==> src/design/fer_pkg.sv <==
package fer_pkg;
  localparam int ADDR_W = 4;
  localparam logic [ADDR_W-1:0] ISR_OFS = 4'h0;
  localparam logic [ADDR_W-1:0] FP_STATUS_REGISTER_OFS = 4'h4;
  localparam logic [1:0] RESP_OKAY = 2'h0;
  localparam logic [1:0] RESP_SLVERR = 2'h2;
  // exception order in every six-bit vector
  localparam int EX_V = 0;
  localparam int EX_D = 1;
  localparam int EX_Z = 2;
  localparam int EX_O = 3;
  localparam int EX_U = 4;
  localparam int EX_I = 5;
  localparam int EX_N = 6;
  // cause field: six exception bits plus fraction_bumped_bit
  localparam int C_FPA = 6;
  localparam int CAUSE_W = 7;
  localparam logic [CAUSE_W-1:0] ISR_RST = 7'h00;
  // status register: trap disables in [5:0], then four status fields
  localparam int NSF = 4;
  localparam int SF_LSB = 6;
  localparam int FP_STATUS_REGISTER_W = SF_LSB + NSF * EX_N;
  localparam logic [FP_STATUS_REGISTER_W-1:0] FP_STATUS_REGISTER_RST = 30'h0000003F;
  localparam logic [EX_N-1:0] FAULT_MASK = 6'h07;
  localparam logic [EX_N-1:0] TRAP_MASK = 6'h38;
  localparam int EXP_W = 17;
  localparam int SIG_W = 64;

  typedef struct packed {
    logic unnorm;
    logic denorm;
    logic [EX_N-1:0] exc;
    logic fpa;
    logic [1:0] sf;
    logic sign;
    logic [EXP_W-1:0] exp;
    logic [SIG_W-1:0] sig;
  } fer_op_s;

  typedef struct packed {
    logic sign;
    logic [EXP_W-1:0] exp;
    logic [SIG_W-1:0] sig;
  } fer_res_s;

  typedef struct packed {
    logic fault;
    logic trap;
    logic [CAUSE_W-1:0] cause;
    logic [EX_N-1:0] flags;
    logic wr_result;
  } fer_dec_s;

  typedef enum logic [1:0] {FER_VEC_NONE, FER_VEC_FAULT, FER_VEC_TRAP} fer_vec_e;
endpackage : fer_pkg

==> src/design/fer_axil.sv <==
`timescale 1ns/10ps
`default_nettype none
module fer_axil (
  input wire logic clk_in,
  input wire logic rst_in,
  input wire logic awvalid_in,
  output logic awready_out,
  input wire logic [fer_pkg::ADDR_W-1:0] awaddr_in,
  input wire logic wvalid_in,
  output logic wready_out,
  input wire logic [31:0] wdata_in,
  input wire logic [3:0] wstrb_in,
  output logic bvalid_out,
  input wire logic bready_in,
  output logic [1:0] bresp_out,
  input wire logic arvalid_in,
  output logic arready_out,
  input wire logic [fer_pkg::ADDR_W-1:0] araddr_in,
  output logic rvalid_out,
  input wire logic rready_in,
  output logic [31:0] rdata_out,
  output logic [1:0] rresp_out,
  output logic wr_en_out,
  output logic [fer_pkg::ADDR_W-1:0] wr_addr_out,
  output logic [31:0] wr_data_out,
  output logic [3:0] wr_strb_out,
  input wire logic wr_ok_in,
  output logic [fer_pkg::ADDR_W-1:0] rd_addr_out,
  input wire logic [31:0] rd_data_in,
  input wire logic rd_ok_in
);
  import fer_pkg::*;
  logic aw_held_r;
  logic w_held_r;
  logic aw_held_nxt;
  logic w_held_nxt;
  logic bvalid_nxt;
  logic rvalid_nxt;

  // readies are registered from next state so a taken item closes its channel at once
  always_comb begin
    aw_held_nxt = aw_held_r | (awvalid_in & awready_out);
    w_held_nxt = w_held_r | (wvalid_in & wready_out);
    bvalid_nxt = bvalid_out & ~bready_in;
    if (wr_en_out) begin
      aw_held_nxt = 1'b0;
      w_held_nxt = 1'b0;
      bvalid_nxt = 1'b1;
    end
    rvalid_nxt = rvalid_out & ~rready_in;
    if (arvalid_in && arready_out) begin
      rvalid_nxt = 1'b1;
    end
  end

  always_ff @(posedge clk_in) begin
    if (rst_in) begin
      awready_out <= 1'b0;
      wready_out <= 1'b0;
      arready_out <= 1'b0;
    end else begin
      awready_out <= !aw_held_nxt && !bvalid_nxt;
      wready_out <= !w_held_nxt && !bvalid_nxt;
      arready_out <= !rvalid_nxt;
    end
  end

  // address and data may arrive in either order; each is held once taken
  always_ff @(posedge clk_in) begin
    if (rst_in) begin
      aw_held_r <= 1'b0;
      w_held_r <= 1'b0;
      wr_en_out <= 1'b0;
      wr_addr_out <= '0;
      wr_data_out <= '0;
      wr_strb_out <= '0;
      bvalid_out <= 1'b0;
      bresp_out <= RESP_OKAY;
    end else begin
      wr_en_out <= 1'b0;
      if (awvalid_in && awready_out) begin
        aw_held_r <= 1'b1;
        wr_addr_out <= awaddr_in;
      end
      if (wvalid_in && wready_out) begin
        w_held_r <= 1'b1;
        wr_data_out <= wdata_in;
        wr_strb_out <= wstrb_in;
      end
      if (aw_held_r && w_held_r && !bvalid_out && !wr_en_out) begin
        wr_en_out <= 1'b1;
      end
      if (wr_en_out) begin
        aw_held_r <= 1'b0;
        w_held_r <= 1'b0;
        bvalid_out <= 1'b1;
        bresp_out <= wr_ok_in ? RESP_OKAY : RESP_SLVERR;
      end else if (bvalid_out && bready_in) begin
        bvalid_out <= 1'b0;
      end
    end
  end

  assign rd_addr_out = araddr_in;

  always_ff @(posedge clk_in) begin
    if (rst_in) begin
      rvalid_out <= 1'b0;
      rdata_out <= '0;
      rresp_out <= RESP_OKAY;
    end else if (arvalid_in && arready_out) begin
      rvalid_out <= 1'b1;
      rdata_out <= rd_data_in;
      rresp_out <= rd_ok_in ? RESP_OKAY : RESP_SLVERR;
    end else if (rvalid_out && rready_in) begin
      rvalid_out <= 1'b0;
    end
  end
endmodule : fer_axil
`default_nettype wire

==> src/design/fer_decode.sv <==
`timescale 1ns/10ps
`default_nettype none
module fer_decode (
  input wire fer_pkg::fer_op_s op_in,
  input wire logic [fer_pkg::EX_N-1:0] trap_dis_in,
  output fer_pkg::fer_dec_s dec_out
);
  import fer_pkg::*;
  logic [EX_N-1:0] exc;
  logic [EX_N-1:0] en;

  always_comb begin
    exc = op_in.exc;
    exc[EX_D] = op_in.exc[EX_D] | op_in.denorm | op_in.unnorm;
    en = exc & ~trap_dis_in;
    dec_out = '0;
    if (|(en & FAULT_MASK)) begin
      // faults win: nothing is written back, no status flag moves
      dec_out.fault = 1'b1;
      dec_out.cause[EX_V] = en[EX_V];
      dec_out.cause[EX_Z] = en[EX_Z];
      dec_out.cause[EX_D] = en[EX_D];
    end else begin
      dec_out.wr_result = 1'b1;
      dec_out.flags = exc;
      if (|(en & TRAP_MASK)) begin
        dec_out.trap = 1'b1;
        dec_out.cause[EX_O] = en[EX_O];
        dec_out.cause[EX_U] = en[EX_U];
        dec_out.cause[EX_I] = exc[EX_I];
        dec_out.cause[C_FPA] = exc[EX_I] & op_in.fpa;
      end
    end
  end
endmodule : fer_decode
`default_nettype wire

==> src/design/fer_top.sv <==
// Register access over AXI4-Lite and the register addresses were chosen for this implementation.
`timescale 1ns/10ps
`default_nettype none
module fer_top (
  input wire logic clk_in,
  input wire logic rst_in,
  input wire logic s_axil_awvalid_in,
  output logic s_axil_awready_out,
  input wire logic [fer_pkg::ADDR_W-1:0] s_axil_awaddr_in,
  input wire logic s_axil_wvalid_in,
  output logic s_axil_wready_out,
  input wire logic [31:0] s_axil_wdata_in,
  input wire logic [3:0] s_axil_wstrb_in,
  output logic s_axil_bvalid_out,
  input wire logic s_axil_bready_in,
  output logic [1:0] s_axil_bresp_out,
  input wire logic s_axil_arvalid_in,
  output logic s_axil_arready_out,
  input wire logic [fer_pkg::ADDR_W-1:0] s_axil_araddr_in,
  output logic s_axil_rvalid_out,
  input wire logic s_axil_rready_in,
  output logic [31:0] s_axil_rdata_out,
  output logic [1:0] s_axil_rresp_out,
  input wire logic op_valid_in,
  input wire fer_pkg::fer_op_s op_in,
  output logic op_ready_out,
  output logic res_we_out,
  output fer_pkg::fer_res_s res_out,
  output logic fault_vec_out,
  output logic trap_vec_out
);
  import fer_pkg::*;

  logic [CAUSE_W-1:0] isr_r;
  logic [FP_STATUS_REGISTER_W-1:0] fp_status_register_r;
  fer_vec_e pend_r;
  fer_dec_s dec;
  logic take;
  logic wr_en;
  logic [ADDR_W-1:0] wr_addr;
  logic [31:0] wr_data;
  logic [3:0] wr_strb;
  logic wr_ok;
  logic [ADDR_W-1:0] rd_addr;
  logic [31:0] rd_data;
  logic rd_ok;
  logic [31:0] wmask;
  logic [FP_STATUS_REGISTER_W-1:0] fp_status_register_sw;
  logic [FP_STATUS_REGISTER_W-1:0] fp_status_register_set;

  fer_decode fer_decode_inst (
    .op_in(op_in),
    .trap_dis_in(fp_status_register_r[EX_N-1:0]),
    .dec_out(dec)
  );

  fer_axil fer_axil_inst (
    .clk_in(clk_in),
    .rst_in(rst_in),
    .awvalid_in(s_axil_awvalid_in),
    .awready_out(s_axil_awready_out),
    .awaddr_in(s_axil_awaddr_in),
    .wvalid_in(s_axil_wvalid_in),
    .wready_out(s_axil_wready_out),
    .wdata_in(s_axil_wdata_in),
    .wstrb_in(s_axil_wstrb_in),
    .bvalid_out(s_axil_bvalid_out),
    .bready_in(s_axil_bready_in),
    .bresp_out(s_axil_bresp_out),
    .arvalid_in(s_axil_arvalid_in),
    .arready_out(s_axil_arready_out),
    .araddr_in(s_axil_araddr_in),
    .rvalid_out(s_axil_rvalid_out),
    .rready_in(s_axil_rready_in),
    .rdata_out(s_axil_rdata_out),
    .rresp_out(s_axil_rresp_out),
    .wr_en_out(wr_en),
    .wr_addr_out(wr_addr),
    .wr_data_out(wr_data),
    .wr_strb_out(wr_strb),
    .wr_ok_in(wr_ok),
    .rd_addr_out(rd_addr),
    .rd_data_in(rd_data),
    .rd_ok_in(rd_ok)
  );

  assign take = op_valid_in && op_ready_out;
  assign wr_ok = (wr_addr == ISR_OFS) || (wr_addr == FP_STATUS_REGISTER_OFS);
  assign rd_ok = (rd_addr == ISR_OFS) || (rd_addr == FP_STATUS_REGISTER_OFS);

  always_comb begin
    rd_data = '0;
    if (rd_addr == ISR_OFS) begin
      rd_data[CAUSE_W-1:0] = isr_r;
    end else if (rd_addr == FP_STATUS_REGISTER_OFS) begin
      rd_data[FP_STATUS_REGISTER_W-1:0] = fp_status_register_r;
    end
  end

  genvar gb;
  generate
    for (gb = 0; gb < 4; gb++) begin : g_lane
      assign wmask[gb*8 +: 8] = {8{wr_strb[gb]}};
    end
  endgenerate

  // software writes merge first, then hardware sets on top so no event is lost
  always_comb begin
    fp_status_register_sw = fp_status_register_r;
    if (wr_en && wr_addr == FP_STATUS_REGISTER_OFS) begin
      fp_status_register_sw = (fp_status_register_r & ~wmask[FP_STATUS_REGISTER_W-1:0]) | (wr_data[FP_STATUS_REGISTER_W-1:0] & wmask[FP_STATUS_REGISTER_W-1:0]);
    end
    fp_status_register_set = '0;
    if (take) begin
      fp_status_register_set[SF_LSB + op_in.sf * EX_N +: EX_N] = dec.flags;
    end
  end

  always_ff @(posedge clk_in) begin
    if (rst_in) begin
      fp_status_register_r <= FP_STATUS_REGISTER_RST;
    end else begin
      fp_status_register_r <= fp_status_register_sw | fp_status_register_set;
    end
  end

  // a new interruption replaces the whole cause field in one edge
  always_ff @(posedge clk_in) begin
    if (rst_in) begin
      isr_r <= ISR_RST;
    end else if (take && (dec.fault || dec.trap)) begin
      isr_r <= dec.cause;
    end else if (wr_en && wr_addr == ISR_OFS && wr_strb[0]) begin
      isr_r <= wr_data[CAUSE_W-1:0];
    end
  end

  // result passes with its unbounded exponent as is; scaling is software's job
  always_ff @(posedge clk_in) begin
    if (rst_in) begin
      res_we_out <= 1'b0;
      res_out <= '0;
    end else begin
      res_we_out <= take && dec.wr_result;
      if (take && dec.wr_result) begin
        res_out.sign <= op_in.sign;
        res_out.exp <= op_in.exp;
        res_out.sig <= op_in.sig;
      end
    end
  end

  // vector leaves one edge after the registers so handlers see settled state
  always_ff @(posedge clk_in) begin
    if (rst_in) begin
      pend_r <= FER_VEC_NONE;
      op_ready_out <= 1'b0;
      fault_vec_out <= 1'b0;
      trap_vec_out <= 1'b0;
    end else begin
      fault_vec_out <= 1'b0;
      trap_vec_out <= 1'b0;
      case (pend_r)
        FER_VEC_NONE: begin
          op_ready_out <= 1'b1;
          if (take && dec.fault) begin
            pend_r <= FER_VEC_FAULT;
            op_ready_out <= 1'b0;
          end else if (take && dec.trap) begin
            pend_r <= FER_VEC_TRAP;
            op_ready_out <= 1'b0;
          end
        end
        FER_VEC_FAULT: begin
          fault_vec_out <= 1'b1;
          pend_r <= FER_VEC_NONE;
          op_ready_out <= 1'b1;
        end
        FER_VEC_TRAP: begin
          trap_vec_out <= 1'b1;
          pend_r <= FER_VEC_NONE;
          op_ready_out <= 1'b1;
        end
        default: begin
          pend_r <= FER_VEC_NONE;
        end
      endcase
    end
  end

  a_fault_no_write: assert property (@(posedge clk_in) disable iff (rst_in)
    take && dec.fault |=> !res_we_out ##1 fault_vec_out)
    else $error("fault wrote a result or missed its vector");

  a_bad_op_cause: assert property (@(posedge clk_in) disable iff (rst_in)
    take && op_in.exc[EX_V] && !fp_status_register_r[EX_V] |=> isr_r[EX_V] && !res_we_out)
    else $error("invalid operation fault did not set its cause");

  a_divz_cause: assert property (@(posedge clk_in) disable iff (rst_in)
    take && op_in.exc[EX_Z] && !fp_status_register_r[EX_Z] |=> isr_r[EX_Z] ##1 fault_vec_out)
    else $error("divide by zero fault not reported");

  a_subnorm_cause: assert property (@(posedge clk_in) disable iff (rst_in)
    take && op_in.unnorm && !fp_status_register_r[EX_D] |=> isr_r[EX_D])
    else $error("unnormal operand did not raise the denormal cause");

  a_ovf_trap: assert property (@(posedge clk_in) disable iff (rst_in)
    take && !dec.fault && op_in.exc[EX_O] && !fp_status_register_r[EX_O]
      |=> isr_r[EX_O] && res_we_out ##1 trap_vec_out)
    else $error("overflow trap not reported with its result");

  a_ovf_status: assert property (@(posedge clk_in) disable iff (rst_in)
    take && dec.trap && op_in.exc[EX_O]
      |=> fp_status_register_r[SF_LSB + $past(op_in.sf) * EX_N + EX_O])
    else $error("overflow status flag not set");

  a_unf_status: assert property (@(posedge clk_in) disable iff (rst_in)
    take && dec.trap && op_in.exc[EX_U]
      |=> fp_status_register_r[SF_LSB + $past(op_in.sf) * EX_N + EX_U] && isr_r[EX_U] == !$past(fp_status_register_r[EX_U]))
    else $error("underflow status or cause wrong");

  a_exp_kept: assert property (@(posedge clk_in) disable iff (rst_in)
    take && dec.trap |=> res_out.exp == $past(op_in.exp))
    else $error("trapped exponent was altered");

  a_vec_after_regs: assert property (@(posedge clk_in) disable iff (rst_in)
    fault_vec_out || trap_vec_out |-> $past(!op_ready_out) && !$past(fault_vec_out || trap_vec_out))
    else $error("vector not preceded by register update");

  a_trap_inx_cause: assert property (@(posedge clk_in) disable iff (rst_in)
    take && dec.trap |=> isr_r[EX_I] == $past(op_in.exc[EX_I]))
    else $error("inexact cause bit wrong on trap");

  a_unf_trap: assert property (@(posedge clk_in) disable iff (rst_in)
    take && !dec.fault && op_in.exc[EX_U] && !fp_status_register_r[EX_U] |=> isr_r[EX_U] && res_we_out ##1 trap_vec_out)
    else $error("underflow trap not reported with its result");

  a_fpa_cause: assert property (@(posedge clk_in) disable iff (rst_in)
    take && dec.trap |=> isr_r[C_FPA] == ($past(op_in.fpa) && $past(op_in.exc[EX_I])))
    else $error("rounded-up cause bit wrong on trap");

  a_inx_status: assert property (@(posedge clk_in) disable iff (rst_in)
    take && !dec.fault && op_in.exc[EX_I] |=> fp_status_register_r[SF_LSB + $past(op_in.sf) * EX_N + EX_I])
    else $error("inexact status flag not set");

  a_fault_no_flag: assert property (@(posedge clk_in) disable iff (rst_in)
    take && dec.fault && !wr_en |=> $stable(fp_status_register_r))
    else $error("fault moved a status flag");

  a_denorm_cause: assert property (@(posedge clk_in) disable iff (rst_in)
    take && op_in.denorm && !fp_status_register_r[EX_D] |=> isr_r[EX_D] ##1 fault_vec_out)
    else $error("denormal operand did not fault");

  a_disabled_quiet: assert property (@(posedge clk_in) disable iff (rst_in)
    take && (op_in.exc & ~fp_status_register_r[EX_N-1:0]) == '0 && !op_in.denorm && !op_in.unnorm
      |=> ##1 !fault_vec_out && !trap_vec_out)
    else $error("vector taken with every exception disabled");

  a_res_unchanged: assert property (@(posedge clk_in) disable iff (rst_in)
    res_we_out |-> res_out.sig == $past(op_in.sig) && res_out.sign == $past(op_in.sign))
    else $error("delivered result was altered");

  a_vec_pulse: assert property (@(posedge clk_in) disable iff (rst_in)
    fault_vec_out || trap_vec_out |=> !fault_vec_out && !trap_vec_out)
    else $error("vector held longer than one cycle");

  a_vec_excl: assert property (@(posedge clk_in) disable iff (rst_in)
    !(fault_vec_out && trap_vec_out))
    else $error("fault and trap vector together");

  a_vec_ready: assert property (@(posedge clk_in) disable iff (rst_in)
    fault_vec_out || trap_vec_out |-> op_ready_out)
    else $error("port not reopened with the vector");

  a_fault_causes: assert property (@(posedge clk_in) disable iff (rst_in)
    take && dec.fault |=> !isr_r[EX_O] && !isr_r[EX_U] && !isr_r[EX_I] && !isr_r[C_FPA])
    else $error("fault left trap cause bits set");

  a_trap_causes: assert property (@(posedge clk_in) disable iff (rst_in)
    take && dec.trap |=> !isr_r[EX_V] && !isr_r[EX_Z] && !isr_r[EX_D])
    else $error("trap left fault cause bits set");

  a_trap_result: assert property (@(posedge clk_in) disable iff (rst_in)
    take && dec.trap |=> res_we_out)
    else $error("trap delivered no result");

  a_res_from_take: assert property (@(posedge clk_in) disable iff (rst_in)
    res_we_out |-> $past(take))
    else $error("result written without an operation");

  a_fault_vec_src: assert property (@(posedge clk_in) disable iff (rst_in)
    fault_vec_out |-> $past(pend_r == FER_VEC_FAULT))
    else $error("fault vector without a pending fault");

  a_trap_vec_src: assert property (@(posedge clk_in) disable iff (rst_in)
    trap_vec_out |-> $past(pend_r == FER_VEC_TRAP))
    else $error("trap vector without a pending trap");

  a_sticky_flags: assert property (@(posedge clk_in) disable iff (rst_in)
    !take && !wr_en |=> $stable(fp_status_register_r))
    else $error("status register moved with no cause");
endmodule : fer_top
`default_nettype wire

==> config.mk <==
export PLATFORM = sky130hd
export DESIGN_NAME = fer_top
export DESIGN_NICKNAME = d
export VERILOG_FILES = /design/src/design/fer_pkg.sv /design/src/design/fer_axil.sv /design/src/design/fer_decode.sv /design/src/design/fer_top.sv
export SDC_FILE = /design/constraint.sdc
export NUM_CORES = 1
export LEC_CHECK = 0
export BUFFER_PORTS_ARGS = -buffer_cell sky130_fd_sc_hd__buf_2
export CAP_MARGIN = 20
export CORE_UTILIZATION = 50
export CTS_BUF_LIST = sky130_fd_sc_hd__clkbuf_8
export CTS_CLUSTER_SIZE = 12
export DETAILED_ROUTE_END_ITERATION = 8
export GPL_ROUTABILITY_DRIVEN = 0
export GPL_TIMING_DRIVEN = 1
export HOLD_SLACK_MARGIN = 0.02
export PLACE_DENSITY = 0.8
export SLEW_MARGIN = 10
export SYNTH_ARGS = -nofsm -noshare
export SYNTH_HDL_FRONTEND = slang
export SYNTH_SLANG_ARGS = --single-unit
==> constraint.sdc <==
create_clock -name clk_in -period 2.9 [get_ports clk_in]
set_input_delay 0.29 -clock clk_in [delete_from_list [all_inputs] [get_ports clk_in]]
set_output_delay 0.29 -clock clk_in [all_outputs]
set_load 0.05 [all_outputs]
After elaboration in Yosys (flattened, before gate mapping)
Index checks and enable logic that the tools add are counted.
{"block": "totals", "ff_bits": 205, "input_bits": 145}
{"block": "classes", "addsub": 2, "mul": 1, "eq_ne": 4, "shift": 2, "mux": 30, "bitwise": 20, "n_reduce_logical": 41}
{"cell": "30-bit bitwise AND", "count": 3}
{"cell": "30-bit 2-to-1 mux", "count": 3}
{"cell": "30-bit OR", "count": 2}
{"cell": "6-bit negator with 34-bit output", "count": 1}
{"cell": "6-bit by 34-bit variable shift with 30-bit output, first input constant", "count": 1}
{"cell": "6-bit by 34-bit variable part select with 30-bit output", "count": 1}
{"cell": "30-bit inverter", "count": 1}
{"cell": "7-bit 2-to-1 mux", "count": 4}
{"cell": "23-bit 2-to-1 mux", "count": 1}
{"cell": "1-bit logical AND", "count": 18}
{"cell": "1-bit 2-to-1 mux", "count": 16}
{"cell": "5-bit 2-to-1 mux", "count": 2}
{"cell": "2-bit nonzero test", "count": 5}
{"cell": "3-bit OR reduction", "count": 3}
{"cell": "4-bit by 3-bit == test with 1-bit output, second input constant", "count": 2}
{"cell": "4-bit logical NOT", "count": 2}
{"cell": "3-bit by 5-bit adder with 6-bit output, first input constant", "count": 1}
{"cell": "6-bit bitwise AND", "count": 1}
{"cell": "1-bit logical NOT", "count": 6}
{"cell": "6-bit inverter", "count": 1}
{"cell": "2-bit OR reduction", "count": 3}
{"cell": "1-bit bitwise AND", "count": 5}
{"cell": "2-bit by 2-bit multiplier with 4-bit output, second input constant", "count": 1}
{"cell": "2-bit 2-to-1 mux", "count": 2}
{"cell": "other kinds (8)", "count": 15}

Depth between registers and ports, before layout
Gate-level depths: netlist of the first run.
{"block": "logic_depth", "word_depth": 10, "depth_mapped": 8, "mapped_depth_nobuf": 6}

Hierarchy
Synthesis of the first run repeated with hierarchy kept, for this count alone.
{"block": "hier_totals", "hier_cells": 1040, "area_unflattened_um2": 9105.0}
{"module": "fer_top", "instances": 1, "cells_per_inst": 651, "area_each_um2": 5380.2, "seq_area_each_um2": 2502.4}
{"module": "fer_axil", "instances": 1, "cells_per_inst": 365, "area_each_um2": 3559.7, "seq_area_each_um2": 1641.6}
{"module": "fer_decode", "instances": 1, "cells_per_inst": 24, "area_each_um2": 165.2, "seq_area_each_um2": 0.0}

Worst setup path before layout of the first run
Ideal clock, no wire load.
{"block": "synth_path", "path_type": "reg-to-reg", "from": "register op_ready_out", "to": "register isr_r[6]", "setup_ns": 0.095, "arrival_time_ns": 1.928, "setup_slack_ns": 0.876, "path_stages_with_launch": 6, "path_buffers": 1, "cell_sequence": "dfxtp_1 > nand2_1 > a2111oi_4 > buf_2 > nand4_1 > a221oi_1"}
{"block": "synth_between", "elab_chain_cells": 3, "elab_cells_between_ends": 4, "cone_classes": "mux: 1; reduce/logical: 3"}
{"element": "start: declaration", "line_no": "fer_top.sv:26", "source": "output logic op_ready_out,"}
{"element": "start signal: assignment", "line_no": "fer_top.sv:157", "source": "op_ready_out <= 1'b0;"}
{"element": "start signal: assignment", "line_no": "fer_top.sv:165", "source": "op_ready_out <= 1'b1;"}
{"element": "start signal: assignment", "line_no": "fer_top.sv:168", "source": "op_ready_out <= 1'b0;"}
{"element": "1-bit logical AND (*)", "line_no": "fer_top.sv:87", "source": "assign take = op_valid_in && op_ready_out;"}
{"element": "1-bit logical AND (*)", "line_no": "fer_top.sv:131", "source": "end else if (take && (dec.fault || dec.trap)) begin"}
{"element": "7-bit 2-to-1 mux / 2-bit nonzero test (equally long branches)"}
{"element": "end signal: assignment", "line_no": "fer_top.sv:132", "source": "isr_r <= dec.cause;"}
{"element": "end signal: assignment", "line_no": "fer_top.sv:134", "source": "isr_r <= wr_data[CAUSE_W-1:0];"}
{"element": "end: declaration", "line_no": "fer_top.sv:34", "source": "logic [CAUSE_W-1:0] isr_r;"}
Mark *: on every way between the ends. The rest lies on a longest branch, timed or not.
A chain may end at the register's enable or synchronous reset.

Final worst setup path of the first run
{"block": "layout_path", "from": "register fer_axil_inst.wr_en_out", "to": "register fp_status_register_r[11]"}
{"block": "layout_between", "elab_chain_cells": 3}
{"element": "start: declaration", "line_no": "fer_axil.sv:23", "source": "output logic wr_en_out,"}
{"element": "start signal: assignment", "line_no": "fer_axil.sv:73", "source": "wr_en_out <= 1'b0;"}
{"element": "start signal: assignment", "line_no": "fer_axil.sv:80", "source": "wr_en_out <= 1'b0;"}
{"element": "start signal: assignment", "line_no": "fer_axil.sv:91", "source": "wr_en_out <= 1'b1;"}
{"element": "1-bit logical AND", "line_no": "fer_top.sv:110", "source": "if (wr_en && wr_addr == FP_STATUS_REGISTER_OFS) begin"}
{"element": "30-bit 2-to-1 mux", "line_no": "fer_top.sv:110"}
{"element": "30-bit OR", "line_no": "fer_top.sv:123", "source": "fp_status_register_r <= fp_status_register_sw | fp_status_register_set;"}
{"element": "end signal: assignment", "line_no": "fer_top.sv:123"}
{"element": "end: declaration", "line_no": "fer_top.sv:35", "source": "logic [FP_STATUS_REGISTER_W-1:0] fp_status_register_r;"}
No other way between the ends.

==> results.md, run 1 <==
Outcome:
- The run finished with clean final reports.

Synth:
- The count of different cell masters after synthesis is 53.
- The most instantiated flip-flop cell in the synthesis netlist is dfxtp_1.
- The post-synthesis instance area is 7820 µm².
- A synthesized cell averages 8.45 µm².
- The fraction of the yosys area taken by sequential cells is 52.0%.
- The proportion of register bits with asynchronous set or reset after synthesis is 0%.
- During synthesis, Yosys emitted a total of 0 warnings.
- The flip-flop and latch count after synthesis is 203.
- The number of enable flip-flop cells after synthesis is 0.
- Synthesis produced a netlist whose cell count is 926.

Critical path:
- The register-to-register setup slack is 0.86 ns.
- The critical path is of the flip-flop to flip-flop type.
- The terminus of the critical flop-to-flop path is fp_status_register_r[11]$_SDFF_PP0_.
- In this run the critical register-to-register path is launched from fer_axil_inst.wr_en_out$_SDFF_PP0_.
- The kind of launch point of the worst setup path is a flip-flop.
- The data arrival time of the critical path is 2.40 ns.
- The critical path capture point type is a flip-flop.
- For the worst setup path, the data required time is 3.26 ns.
- The largest fanout on the critical path is 9.
- The worst-case reg-to-reg path depth is 5.

GRT:
- Summed over all layers, the global routing overflow is 0.
- For this run, global-route usage on met3 was measured as 7.04%.
- The via count of the first global-routing pass is 7,790.
- The most utilized layer in the global route result is met2.
- The global routing usage on met1 is 33.1%.
- Entering global routing, the biggest net connects 112 pins.
- The first global-routing pass estimated 37.4 mm of wire.
- The initial antenna violation count is 0.
- The total routing usage reported by global routing is 28.8%.
- The met2 track demand over resource in global routing is 49.5%.

Cells and area:
- In the final layout, the share of cells above drive strength 1 is 26.7%.
- The number of filler instances in the final layout is 1,181.
- The sequential cells in the finished layout cover a total of 4060 µm².
- The area of combinational cells with multiple inputs is 3480 µm².
- The area growth from synthesis to layout is 35.6%.
- The final instance count without filler cells is 1,473.
- At the end of the flow, the number of nets in the layout was 1,395.

Min path:
- The hold path startpoint is s_axil_wdata_in[20].
- For hold timing, the worst endpoint is fer_axil_inst.wr_data_out[20]$_SDFFE_PP0P_.
- In this run the worst hold path is classified as input pin to flip-flop.
- The worst hold path stage count is 3.

CTS:
- The worst-skew pair later-pin latency is 0.51 ns.
- The H-tree depth reported by CTS is 2.
- TritonCTS built the clock tree.
- Counting every sink on the clock net gives 203.
- The clock root buffer is clkbuf_8.
- The longest clock path from root to sink contains 3 buffers.
- The clock input transition at the sequential cells of the worst setup and hold paths is 0.06 ns.
- The number of buffers inserted during clock tree synthesis is 35.
- After clock tree synthesis, the repair step resized 0 gates.

Timing:
- The setup TNS after final layout is 0 ns.
- The routed design could run at a clock period as short as 2.04 ns.
- The worst relative slew slack is 31.7%.
- Between clock sinks in the finished design, the worst skew comes to 0.0218 ns.
- Of the available clock period, the critical path in the final layout requires 70.4%.
- Setup repair after global routing left no endpoint under its margin.
- The final-report setup violation count is 0.
- The number of max-slew violations in the final report is 0.
- The hold violation count in the final report was 0.
- For this run, the top clock speed supported by timing is 490 MHz.
- The slew at the pin closest to its max-slew limit is 1.02 ns.

Routing:
- The total detailed-routing wirelength is 23.8 mm.
- In the final routed layout, each cell accounts on average for 16.2 µm.
- For this run, the detailed router's first-pass iteration total came to 7.
- The total number of vias is 8,022.
- After detailed routing, the number of vias per cell comes to 5.45.
- The detailed router finished its first iteration with 522 violations.
- The number of nets still failing antenna checks after routing is 0.
- The number of remaining DRC errors is 0.

Floorplan:
- The total area inside the core boundary comes to 15,300 µm².
- The boundary pin count is 272.
- The die span in x is 127 µm.
- The area of the die is 16,100 µm².
- The number of placement rows is 45.
- The vertical extent of the die is 127 µm.
- Once the floorplan was initialized, standard cells occupied 51.3% of the core.

Pwr:
- Summed over all cells, the static leakage comes to 0.00472 µW.
- The areal power density over the cells is 596 nW/µm².
- The largest voltage drop on the vdd net is 0.431 mV.

Placed design:
- The half-perimeter wire length after detailed placement is 14.8 mm.
- During placement, the flow inserted port buffers numbering 265.
- The number of instances in the placed design is 1,352.

Run:
- The tool flagged a number of max-cap violations equal to 0.
-- final cells by class --
type | count | share of cell area, %
Multi-Input combinational cell | 648 | 32.8
Tap cell | 211 | 2.49
Sequential cell | 203 | 38.3
Inverter | 11 | 0.389
Antenna cell | 1 | 0.0236
Clock inverter | 15 | 0.814
Timing Repair Buffer | 340 | 19.4
Clock buffer | 44 | 5.71
-- per-stage QoR --
step           utilization, %  hold WS, ns  worst slack [ns]  instance area [µm²]  total power, µW
3_3_place_gp             61.0        0.437             0.660                 9300             3710
6_report                 69.5       0.0204             0.859                10600             6320
5_1_grt                  69.5       0.0213             0.752                10600             6550
4_1_cts                  69.5       0.0207             0.910                10600             6330
2_1_floorplan               -        0.422             0.876                 7830             3480
3_5_place_dp             61.0        0.434             0.629                 9300             3720
-- registers in the layout (all words and copies together) (netlist names), 2 cells and up, named ones only --
name	flops
fer_axil_inst.rdata_out	30
fer_axil_inst.wr_addr_out	4
fer_axil_inst.wr_data_out	30
fer_axil_inst.wr_strb_out	4
fp_status_register_r	28
isr_r	7
pend_r	2
res_out	82
-- where the power goes --
group          leakage [µW]  internal [µW]  switching, µW
logic               0.00267            262            550
clock network      0.000401           1450           1120
registers           0.00165           2880           54.3
-- synthesized netlist by cell type (6+ instances only) --
master,number,share of area [%]
nand2_1,261,13
dfxtp_1,203,52
a21oi_1,131,8.4
clkbuf_1,61,2.9
nor2_1,47,2.3
mux2i_1,29,3.7
a22oi_1,24,2.3
nand3_1,21,1.3
ha_1,11,1.8
inv_1,11,0.53
nor2b_1,11,0.88
o22ai_1,10,0.80
nor3_1,8,0.51
a222oi_1,7,0.90
a31oi_1,6,0.48
o32ai_1,6,0.67
-- per-layer routing --
layer,up-vias,share of wire [%]
met5,-,0
met4,0,4.2
met3,81,8.5
met2,409,49
met1,3720,38
li1,3812,-
-- worst max-delay path by stage --
stage                                                  start                                  end  slack [ns]  cells past startpoint
after floorplan                    op_ready_out$_SDFFE_PP0P_                isr_r[6]$_SDFFE_PP0P_        0.88                      5
after global placement                             op_in[82]   fp_status_register_r[3]$_SDFF_PP1_        0.66                      7
after detailed placement                           op_in[82]  fp_status_register_r[11]$_SDFF_PP0_        0.63                      7
after CTS                 fer_axil_inst.wr_en_out$_SDFF_PP0_  fp_status_register_r[11]$_SDFF_PP0_        0.91                      5
after global routing      fer_axil_inst.wr_en_out$_SDFF_PP0_  fp_status_register_r[11]$_SDFF_PP0_        0.75                      5
final                     fer_axil_inst.wr_en_out$_SDFF_PP0_  fp_status_register_r[11]$_SDFF_PP0_        0.86                      5
-- cells by family (layout without fill, tap and decap cells) --
kind of cell	after synthesis	after routing	synth area share, %
flops	203	203	52.0
fa+ha+maj	11	11	1.76
mux	33	33	4.29
simple gates	379	379	20.3
other cells	1	5	0.0479
xor+xnor	2	2	0.224
compound gates	219	219	17.5
buf+inv	78	410	3.97
-- cells in the final DEF, fill, tap and decap left out, types with 4 or more instances in the layout --
cell | Yosys | layout
buf_4 | 4 | 13
a21oi_1 | 131 | 131
o221ai_1 | 5 | 5
conb_1 | 1 | 4
nand2_1 | 261 | 261
and3_1 | 4 | 4
clkbuf_8 | 0 | 44
o22ai_1 | 10 | 10
dlygate4sd3_1 | 0 | 61
a221oi_1 | 5 | 5
a22oi_1 | 24 | 24
nor3_1 | 8 | 8
dfxtp_1 | 203 | 203
ha_1 | 11 | 11
nor2_1 | 47 | 47
nor2b_1 | 11 | 11
a222oi_1 | 7 | 7
a31oi_1 | 6 | 6
nand4_1 | 4 | 4
nand2b_1 | 5 | 5
inv_1 | 11 | 22
mux2_2 | 4 | 4
mux2i_1 | 29 | 29
nand3_1 | 21 | 21
o32ai_1 | 6 | 6
buf_2 | 2 | 264
-- worst max-delay path, stage by stage (launching register included) --
cell     delay, ns
dfxtp_1       0.42
nor4b_2       0.24
buf_4         0.21
nand3_1       0.48
mux2i_1       0.42
o32ai_1       0.13
-- repair_timing --
action,4_1_cts,5_1_grt
endpoints found under the hold margin,61,0
endpoints found under the setup margin,0,0
buffers inserted,0,0
hold buffers,61,0
No activity file was read; power rests on OpenSTA's default activity.
==> run 2, diff against run 1 <==
--- a/config.mk
+++ b/config.mk
@@ -5,6 +5,7 @@
 export SDC_FILE = /design/constraint.sdc
 export NUM_CORES = 1
 export LEC_CHECK = 0
+export ABC_AREA = 1
 export BUFFER_PORTS_ARGS = -buffer_cell sky130_fd_sc_hd__buf_2
 export CAP_MARGIN = 20
 export CORE_UTILIZATION = 50
@@ -14,7 +15,7 @@
 export GPL_ROUTABILITY_DRIVEN = 0
 export GPL_TIMING_DRIVEN = 1
 export HOLD_SLACK_MARGIN = 0.02
-export PLACE_DENSITY = 0.8
+export PLACE_DENSITY = 0.79
 export SLEW_MARGIN = 10
 export SYNTH_ARGS = -nofsm -noshare
 export SYNTH_HDL_FRONTEND = slang
==> constraint.sdc (replaced) <==
create_clock -name clk_in -period 2.09 [get_ports clk_in]
set_input_delay 0.209 -clock clk_in [delete_from_list [all_inputs] [get_ports clk_in]]
set_output_delay 0.209 -clock clk_in [all_outputs]
set_load 0.05 [all_outputs]
==> run 2 against run 1 <==
Against the previous run:
- clock power grew 35%
- flip-flop and latch count is the same
- via count increased by 16%
- non-clock buffer count grew 60
- sequential share of layout area is 3.4 points lower
- core utilization is 2.7 points higher
- clock-buffer cell count rose by 1
- design area increased by 9.7%
- power up 42%
- routed wire length is 19% higher
==> results.md, run 2 <==
Synth:
- The flip-flop and latch count after synthesis is 203 (unchanged).
- The leading cell type by number of instances after synthesis is nand2_1 (unchanged).
- The number of warnings printed during yosys synthesis is 0 (unchanged).
- The number of enable flip-flop cells after synthesis was 0 (unchanged).
- Dominant cells by area after synthesis: dfxtp_1 49%, nand2_1 11%, a21oi_1 8.7%, nand3_1 6.9%, nor2_1 4.9% (was dfxtp_1 52%, nand2_1 13%, a21oi_1 8.4%, mux2i_1 3.7%, clkbuf_1 2.9%).
- The share of Yosys cell area claimed by the top area cell type was 48.7% (was 52.0%).
- The average footprint of a synthesized cell is 7.42 µm² (was 8.45 µm²).
- The fraction of the yosys area taken by sequential cells was 48.7% (was 52.0%).
- The count of different cell masters after synthesis was 38 (was 53).
- The most instantiated flip-flop cell in the synthesis netlist was dfxtp_1 (unchanged).
- The library cell with the largest summed area after synthesis is dfxtp_1 (unchanged).
- Commonest cells in the netlist: 243 x nand2_1, 203 x dfxtp_1, 145 x a21oi_1 (was 261 x nand2_1, 203 x dfxtp_1, 131 x a21oi_1).
- The proportion of register bits with asynchronous set or reset after synthesis came to 0% (unchanged).
- The post-synthesis instance area is 8350 µm² (was 7820 µm²).
- The cell count after synthesis came to 1,125 (was 926).

Run:
- The max-capacitance violation count was 0 (unchanged).

GRT:
- The initial antenna violation count was 1 (was 0).
- The total routing usage reported by global routing is 32.3% (was 28.8%).
- The global-route congestion overflow total is 0 (unchanged).
- The global-route wire length before repair was 45.1 mm (was 37.4 mm).
- The via count of the first global-routing pass was 9,144 (was 7,790).
- The maximum number of pins on one net before global-route repair is 101 (was 112).

Floorplan:
- The boundary pin count is 272 (unchanged).
- The initial standard-cell utilization of the core is 51.8% (was 51.3%).
- The die span in x came to 131 µm (was 127 µm).
- The area of the die is 17,200 µm² (was 16,100 µm²).
- The vertical extent of the die came to 131 µm (was 127 µm).
- The number of placement rows was 46 (was 45).
- The area inside the core boundary came to 16,100 µm² (was 15,300 µm²).

Pwr:
- The clock group share of total power is 38.8% (was 40.6%).
- The fraction of power consumed by sequential logic was 46.0% (was 46.5%).
- The largest voltage drop on the vdd net was 0.628 mV (was 0.431 mV).
- The areal power density over the cells was 768 nW/µm² (was 596 nW/µm²).
- The internal cell power was 6400 µW (was 4590 µW).
- The net load switching power came to 2530 µW (was 1720 µW).
- The combinational cell fraction of total power is 15.2% (was 12.9%).
- The switching power as a share of total power is 28.3% (was 27.3%).
- The leakage power of the design is 0.00537 µW (was 0.00472 µW).

Cells and area:
- The number of flip-flops under the largest register name came to 82 (unchanged).
- The number of filler instances in the final layout is 1,209 (was 1,181).
- The register with the highest flop count is res_out (unchanged).
- The final core utilization is 72.2% (was 69.5%).
- Leading cell types in the layout, fill and taps excluded: 264 x buf_2, 243 x nand2_1, 203 x dfxtp_1 (was 264 x buf_2, 261 x nand2_1, 203 x dfxtp_1).
- The most common library cell in the layout ignoring fill and taps was buf_2 (unchanged).
- The register area is 4060 µm² (unchanged).
- The ratio of cells with drive above 1 in the final layout is 23.3% (was 26.7%).
- The final instance count without filler cells is 1,728 (was 1,473).
- The final net count is 1,649 (was 1,395).
- The area of combinational cells with multiple inputs was 3630 µm² (was 3480 µm²).
- The post-synthesis to final-layout area growth is 39.3% (was 35.6%).
- Largest registers ranked by flip-flop count: res_out (82), fer_axil_inst.rdata_out (30), fer_axil_inst.wr_data_out (30) (unchanged).

CTS:
- The H-tree depth reported by CTS was 2 (unchanged).
- The clock input transition at the sequential cells of the worst setup and hold paths is 0.07 ns (was 0.06 ns).
- The number of clock sinks seen by CTS is 203 (unchanged).
- The deepest clock path buffer count is 3 (unchanged).
- The post-CTS setup buffer count came to 0 (unchanged).
- The clock root buffer is clkbuf_8 (unchanged).
- The worst-skew pair later-pin latency is 0.51 ns (about the same).
- The CTS tree is done (unchanged).
- The number of buffers inserted during clock tree synthesis is 34 (was 35).

Timing:
- RSZ-0062 raised after global routing: false (unchanged).
- The post-route minimum period is 1.78 ns (was 2.04 ns).
- The worst relative slew slack is 58.1% (was 31.7%).
- The hold violation count in the final report came to 0 (unchanged).
- The slew at the pin closest to its max-slew limit came to 0.629 ns (was 1.02 ns).
- The highest attainable clock frequency was 563 MHz (was 490 MHz).
- The number of max-slew violations in the final report is 0 (unchanged).
- The worst-case setup margin in the final layout was 0.314 ns (was 0.859 ns).
- The final-report setup violation count is 0 (unchanged).
- The fraction of the cycle the final worst path needs came to 85.0% (was 70.4%).
- The setup TNS after final layout was 0 ns (unchanged).
- The clock skew after layout is 0.0229 ns (was 0.0218 ns).

Routing:
- The mean number of vias per cell is 5.39 (was 5.45).
- The final routed wire length divided by cell count is 16.4 µm (was 16.2 µm).
- The DRC violation total after the first TritonRoute iteration was 810 (was 522).
- The number of iterations in the first detailed-routing pass was 6 (was 7).
- The number of nets still failing antenna checks after routing was 0 (unchanged).
- The number of remaining DRC errors is 0 (unchanged).
- The total detailed-routing wirelength was 28.3 mm (was 23.8 mm).
- The total number of vias came to 9,317 (was 8,022).

Critical path:
- The peak per-stage delay on the critical path was 0.48 ns (about the same).
- The data arrival time of the critical path is 2.22 ns (was 2.40 ns).
- The slowest cell on the critical path is buf_6 (was nand3_1).
- The critical path buffer and inverter count is 2 (was 1).
- The worst path required time is 2.53 ns (was 3.26 ns).
- The largest fanout on the critical path is 83 (was 9).
- Critical Path, Cell by Cell: inv_1, nand2_1, nand2_2, a21oi_4, nand2_2, buf_6, nand2_1, a21oi_1 (was nor4b_2, buf_4, nand3_1, mux2i_1, o32ai_1).
- The category of cells accounting for the largest share of critical-path delay is buffers and inverters (was simple AND/OR/NAND/NOR gates).
- The kind of launch point of the worst setup path is a flip-flop (unchanged).
- The critical path capture point type is a flip-flop (unchanged).
- The category of the critical setup timing path is flip-flop to flip-flop (unchanged).

Min path:
- The worst hold path class is input pin to flip-flop (unchanged).

Placed design:
- The setup slack after placement was 0.237 ns (was 0.629 ns).
- The count of buffers inserted at the top-level ports is 265 (unchanged).
- The half-perimeter wire length after detailed placement was 16.0 mm (was 14.8 mm).
- The number of instances in the placed design came to 1,554 (was 1,352).

Outcome:
- Status: complete, no violations (unchanged).
==> run 2: cell count changes after synthesis, sizes merged, moves of 23 or more <==
| cell | change |
|---|---|
| buf | +23 |
| a22oi | -24 |
| o21ai | +80 |
| nand3 | +93 |
| inv | +73 |
| mux2i | -29 |
| nor2 | +68 |
==> run 2: cells by family after synthesis <==
family          after synthesis  synth area share [%]
flops                       203                  48.7
buf+inv                     158                  7.97
other cells                   1                0.0449
fa+ha+maj                    11                  1.65
simple gates                504                  26.3
compound gates              248                  15.4
==> run 2: path summary, 6_finish.rpt <==
check                     startpoint                                      end  slack, ns  cells past startpoint
max                        flip-flop                 res_out[37]$_SDFFE_PP0P_       0.31                      8
min              s_axil_araddr_in[0]  fer_axil_inst.rresp_out[1]$_SDFFE_PP0P_       0.05                      3
max reg2reg                flip-flop                 res_out[37]$_SDFFE_PP0P_       0.31                      8
min reg2reg  res_out[4]$_SDFFE_PP0P_                  res_out[4]$_SDFFE_PP0P_       0.46                      2
==> run 2: power by group through the flow <==
| stage | Sequential [µW] | Clock (µW) | Combinational [µW] |
|---|---|---|---|
| 2_1_floorplan | 4500 | 0 | 459 |
| 3_3_place_gp | 4180 | 0 | 1110 |
| 3_5_place_dp | 4190 | 0 | 1130 |
| 4_1_cts | 4100 | 3470 | 1300 |
| 5_1_grt | 4130 | 3670 | 1450 |
| 6_report | 4110 | 3460 | 1360 |
==> run 2: layout make-up <==
| class | count | share of cell area [%] |
|---|---|---|
| antenna | 1 | 0.0215 |
| clock inverter | 9 | 0.312 |
| timing repair buffer | 400 | 23.0 |
| inverter | 87 | 2.83 |
| multi-input combinational | 767 | 31.2 |
| clock buffer | 45 | 5.32 |
| tap | 216 | 2.32 |
| sequential | 203 | 34.9 |
==> run 2: per-layer routing <==
| layer | routed length, µm | GRT usage (%) |
|---|---|---|
| met4 | 1630 | 20.7 |
| met2 | 13500 | 54.5 |
| met5 | 0 | 0 |
| met1 | 11100 | 37.2 |
| met3 | 2140 | 6.75 |
==> run 2: timing repair <==
item | in CTS | in global routing
endpoints found under the setup margin | 0 | 2
resized for setup | 0 | 1
hold buffers | 119 | 0
endpoints found under the hold margin | 120 | 0
==> run 2: tightest hold or removal path: cells and delay by family <==
kind	cells	cell delay (ns)
AOI/OAI and AO/OA	1	0.17
buffers and inverters	1	0.07
and+or+nand+nor	1	0.06
==> run 2: through the flow <==
step / total power, µW / cell area, µm² / hold WS [ns]
5_1_grt: 9240 / 11600 / 0.0476
3_5_place_dp: 5310 / 9780 / 0.449
6_report: 8940 / 11600 / 0.0498
3_3_place_gp: 5290 / 9780 / 0.443
4_1_cts: 8880 / 11600 / 0.0300
2_1_floorplan: 4950 / 8360 / 0.373
==> run 3, diff against run 2 <==
--- a/config.mk
+++ b/config.mk
@@ -8,14 +8,14 @@
 export ABC_AREA = 1
 export BUFFER_PORTS_ARGS = -buffer_cell sky130_fd_sc_hd__buf_2
 export CAP_MARGIN = 20
-export CORE_UTILIZATION = 50
+export CORE_UTILIZATION = 47
 export CTS_BUF_LIST = sky130_fd_sc_hd__clkbuf_8
 export CTS_CLUSTER_SIZE = 12
 export DETAILED_ROUTE_END_ITERATION = 8
 export GPL_ROUTABILITY_DRIVEN = 0
 export GPL_TIMING_DRIVEN = 1
 export HOLD_SLACK_MARGIN = 0.02
-export PLACE_DENSITY = 0.79
+export PLACE_DENSITY = 0.78
 export SLEW_MARGIN = 10
 export SYNTH_ARGS = -nofsm -noshare
 export SYNTH_HDL_FRONTEND = slang
==> constraint.sdc (replaced) <==
create_clock -name clk_in -period 1.44 [get_ports clk_in]
set_input_delay 0.144 -clock clk_in [delete_from_list [all_inputs] [get_ports clk_in]]
set_output_delay 0.144 -clock clk_in [all_outputs]
set_load 0.05 [all_outputs]
==> run 3 against run 2 <==
Against the previous run:
- the run now ends with negative setup slack left
- core utilization increased by 2.4 points
- worst setup slack got worse by 0.42 ns
- clock skew decreased by 0.0018 ns
- register-to-register slack got worse by 0.42 ns
- first-iteration DRC count decreased by 18%
- via count increased by 4.1%
- critical path depth increased by 2
==> results.md, run 3 (synthesis results as in run 2) <==
Outcome:
- Status: finished, violations left (was complete, no violations).
- The checks that failed: negative setup slack.

Cells and area:
- The number of filler instances in the final layout came to 1,184 (was 1,209).
- Largest registers ranked by flip-flop count: res_out (82), fer_axil_inst.rdata_out (30), fer_axil_inst.wr_data_out (30) (unchanged).
- The number of flip-flops under the largest register name was 82 (unchanged).
- The ratio of cells with drive above 1 in the final layout is 31.2% (was 23.3%).
- The post-synthesis to final-layout area growth was 54.5% (was 39.3%).
- The register with the highest flop count is res_out (unchanged).
- Leading cell types in the layout, fill and taps excluded: 264 x buf_2, 227 x nand2_1, 196 x dfxtp_1 (was 264 x buf_2, 243 x nand2_1, 203 x dfxtp_1).
- The final instance count without filler cells is 1,818 (was 1,728).
- The final core utilization is 74.6% (was 72.2%).
- The post-layout instance area came to 12,900 µm² (was 11,600 µm²).
- The final net count was 1,722 (was 1,649).
- The most common library cell in the layout ignoring fill and taps is buf_2 (unchanged).

Pwr:
- The leakage power of the design came to 0.00594 µW (was 0.00537 µW).
- The largest voltage drop on the vdd net is 0.915 mV (was 0.628 mV).
- The areal power density over the cells is 1080 nW/µm² (was 768 nW/µm²).

Timing:
- The highest attainable clock frequency is 647 MHz (was 563 MHz).
- RSZ-0062 raised after global routing: true (was false).
- The clock skew after layout is 0.0210 ns (was 0.0229 ns).
- The final-report setup violation count is 76 (was 0).
- The fraction of the cycle the final worst path needs is 107% (was 85.0%).
- The number of max-slew violations in the final report is 0 (unchanged).
- The hold violation count in the final report is 0 (unchanged).
- The post-route minimum period is 1.55 ns (was 1.78 ns).
- The worst-case setup margin in the final layout is -0.107 ns (was 0.314 ns).

Placed design:
- The count of buffers inserted at the top-level ports is 265 (unchanged).
- The number of instances in the placed design is 1,605 (was 1,554).
- The setup slack after placement was -0.137 ns (was 0.237 ns).
- The total cell area at the placement stage came to 10,200 µm² (was 9780 µm²).
- The half-perimeter wire length after detailed placement is 16.9 mm (was 16.0 mm).

CTS:
- The CTS tree is done (unchanged).
- The number of buffers inserted during clock tree synthesis is 36 (was 34).
- The clock input transition at the sequential cells of the worst setup and hold paths is 0.06 ns (was 0.07 ns).
- The deepest clock path buffer count is 3 (unchanged).
- The number of clock sinks seen by CTS is 203 (unchanged).
- The clock root buffer is clkbuf_8 (unchanged).
- The H-tree depth reported by CTS came to 2 (unchanged).
- The worst-skew pair later-pin latency is 0.52 ns (was 0.51 ns).

GRT:
- The initial antenna violation count is 1 (unchanged).
- The global-route wire length before repair was 43.1 mm (was 45.1 mm).
- The total routing usage reported by global routing came to 29.4% (was 32.3%).
- The maximum number of pins on one net before global-route repair is 74 (was 101).
- The via count of the first global-routing pass is 8,932 (was 9,144).
- The global-route congestion overflow total is 0 (unchanged).

Critical path:
- The worst path required time is 1.89 ns (was 2.53 ns).
- The kind of launch point of the worst setup path is a flip-flop (unchanged).
- The category of the critical setup timing path is flip-flop to flip-flop (unchanged).
- The data arrival time of the critical path came to 1.99 ns (was 2.22 ns).
- The critical path capture point type is a flip-flop (unchanged).
- The largest fanout on the critical path was 7 (was 83).

Floorplan:
- The number of placement rows is 48 (was 46).
- The die span in x is 135 µm (was 131 µm).
- The vertical extent of the die came to 135 µm (was 131 µm).
- The initial standard-cell utilization of the core is 48.3% (was 51.8%).
- The area of the die is 18,300 µm² (was 17,200 µm²).
- The boundary pin count is 272 (unchanged).
- The area inside the core boundary is 17,300 µm² (was 16,100 µm²).

Routing:
- The number of nets still failing antenna checks after routing was 0 (unchanged).
- The total detailed-routing wirelength is 29.7 mm (was 28.3 mm).
- The final routed wire length divided by cell count is 16.4 µm (about the same).
- The mean number of vias per cell is 5.33 (was 5.39).
- The total number of vias is 9,699 (was 9,317).
- The number of remaining DRC errors came to 0 (unchanged).
- The number of iterations in the first detailed-routing pass is 5 (was 6).
- The DRC violation total after the first TritonRoute iteration was 665 (was 810).

Run:
- The max-capacitance violation count is 0 (unchanged).

Min path:
- The worst hold path class is input pin to flip-flop (unchanged).
==> run 3: changes by cell type in the layout (fill, tap and decap cells not counted), moves of 13 or more <==
cell | previous run | this run
a21oi_1 | 145 | 122
o21ai_1 | 3 | 16
buf_4 | 13 | 48
o21ai_0 | 81 | 67
nand2_1 | 243 | 227
a21oi_2 | 0 | 23
==> run 3: where the power goes <==
part	switching, µW	leakage (µW)	internal [µW]
clock network	2350	0.000437	3360
logic	1360	0.00384	834
registers	137	0.00165	5850
total	3850	0.00594	10000
==> run 3: layout make-up <==
cell class | instances | area (µm²) | area share [%]
diodes | 2 | 5.00 | 0.0388
clock buffers | 52 | 716 | 5.55
clock inverters | 11 | 75.1 | 0.582
inverters | 87 | 343 | 2.66
multi-input cells | 769 | 3930 | 30.5
flip-flops and latches | 203 | 4070 | 31.6
well taps | 225 | 282 | 2.18
repair buffers | 469 | 3480 | 27.0
==> run 3: critical path, cell delays in order, from the launching register on <==
cell	delay, ns
dfxtp_2	0.32
inv_2	0.04
nand2_2	0.08
nand2_4	0.08
a21oi_4	0.16
buf_4	0.15
buf_8	0.12
nand2_8	0.11
o22ai_1	0.22
a21oi_1	0.09
nor2_1	0.11
==> run 3: path summary, 6_finish.rpt <==
check	from	depth (start not counted)	slack, ns	to
hold reg to reg	res_out[41]$_SDFFE_PP0P_	2	0.46	res_out[41]$_SDFFE_PP0P_
setup reg to reg	flip-flop	10	-0.11	isr_r[4]$_SDFFE_PP0P_
setup / recovery	flip-flop	10	-0.11	isr_r[4]$_SDFFE_PP0P_
hold / removal	s_axil_awvalid_in	4	0.06	fer_axil_inst.wr_addr_out[1]$_SDFFE_PP0P_
==> run 3: layer usage <==
metal  up-vias  track usage (%)  wire length (µm)
met5         -                0                 0
met4         0             16.5              1490
met3       146             6.25              2170
met2       518             49.0             14300
met1      4468             35.0             11800
li1       4567                -                 -
==> run 3: repair_timing <==
item | 4_1_cts | 5_1_grt
pin swaps | 5 | 43
setup buffers | 1 | 10
hold endpoints to repair | 137 | 0
gates resized for setup | 11 | 107
cloned | 0 | 6
endpoints found under the setup margin | 93 | 118
hold buffers | 131 | 0
==> run 3: through the flow <==
stage,setup TNS [ns],hold WS [ns],power (µW)
6_report,-2.97,0.0553,13900
3_5_place_dp,-3.30,0.406,7810
2_1_floorplan,-0.0215,0.308,7200
3_3_place_gp,-0.958,0.394,7790
4_1_cts,-0.00546,0.0253,13800
5_1_grt,-8.80,0.0756,14400
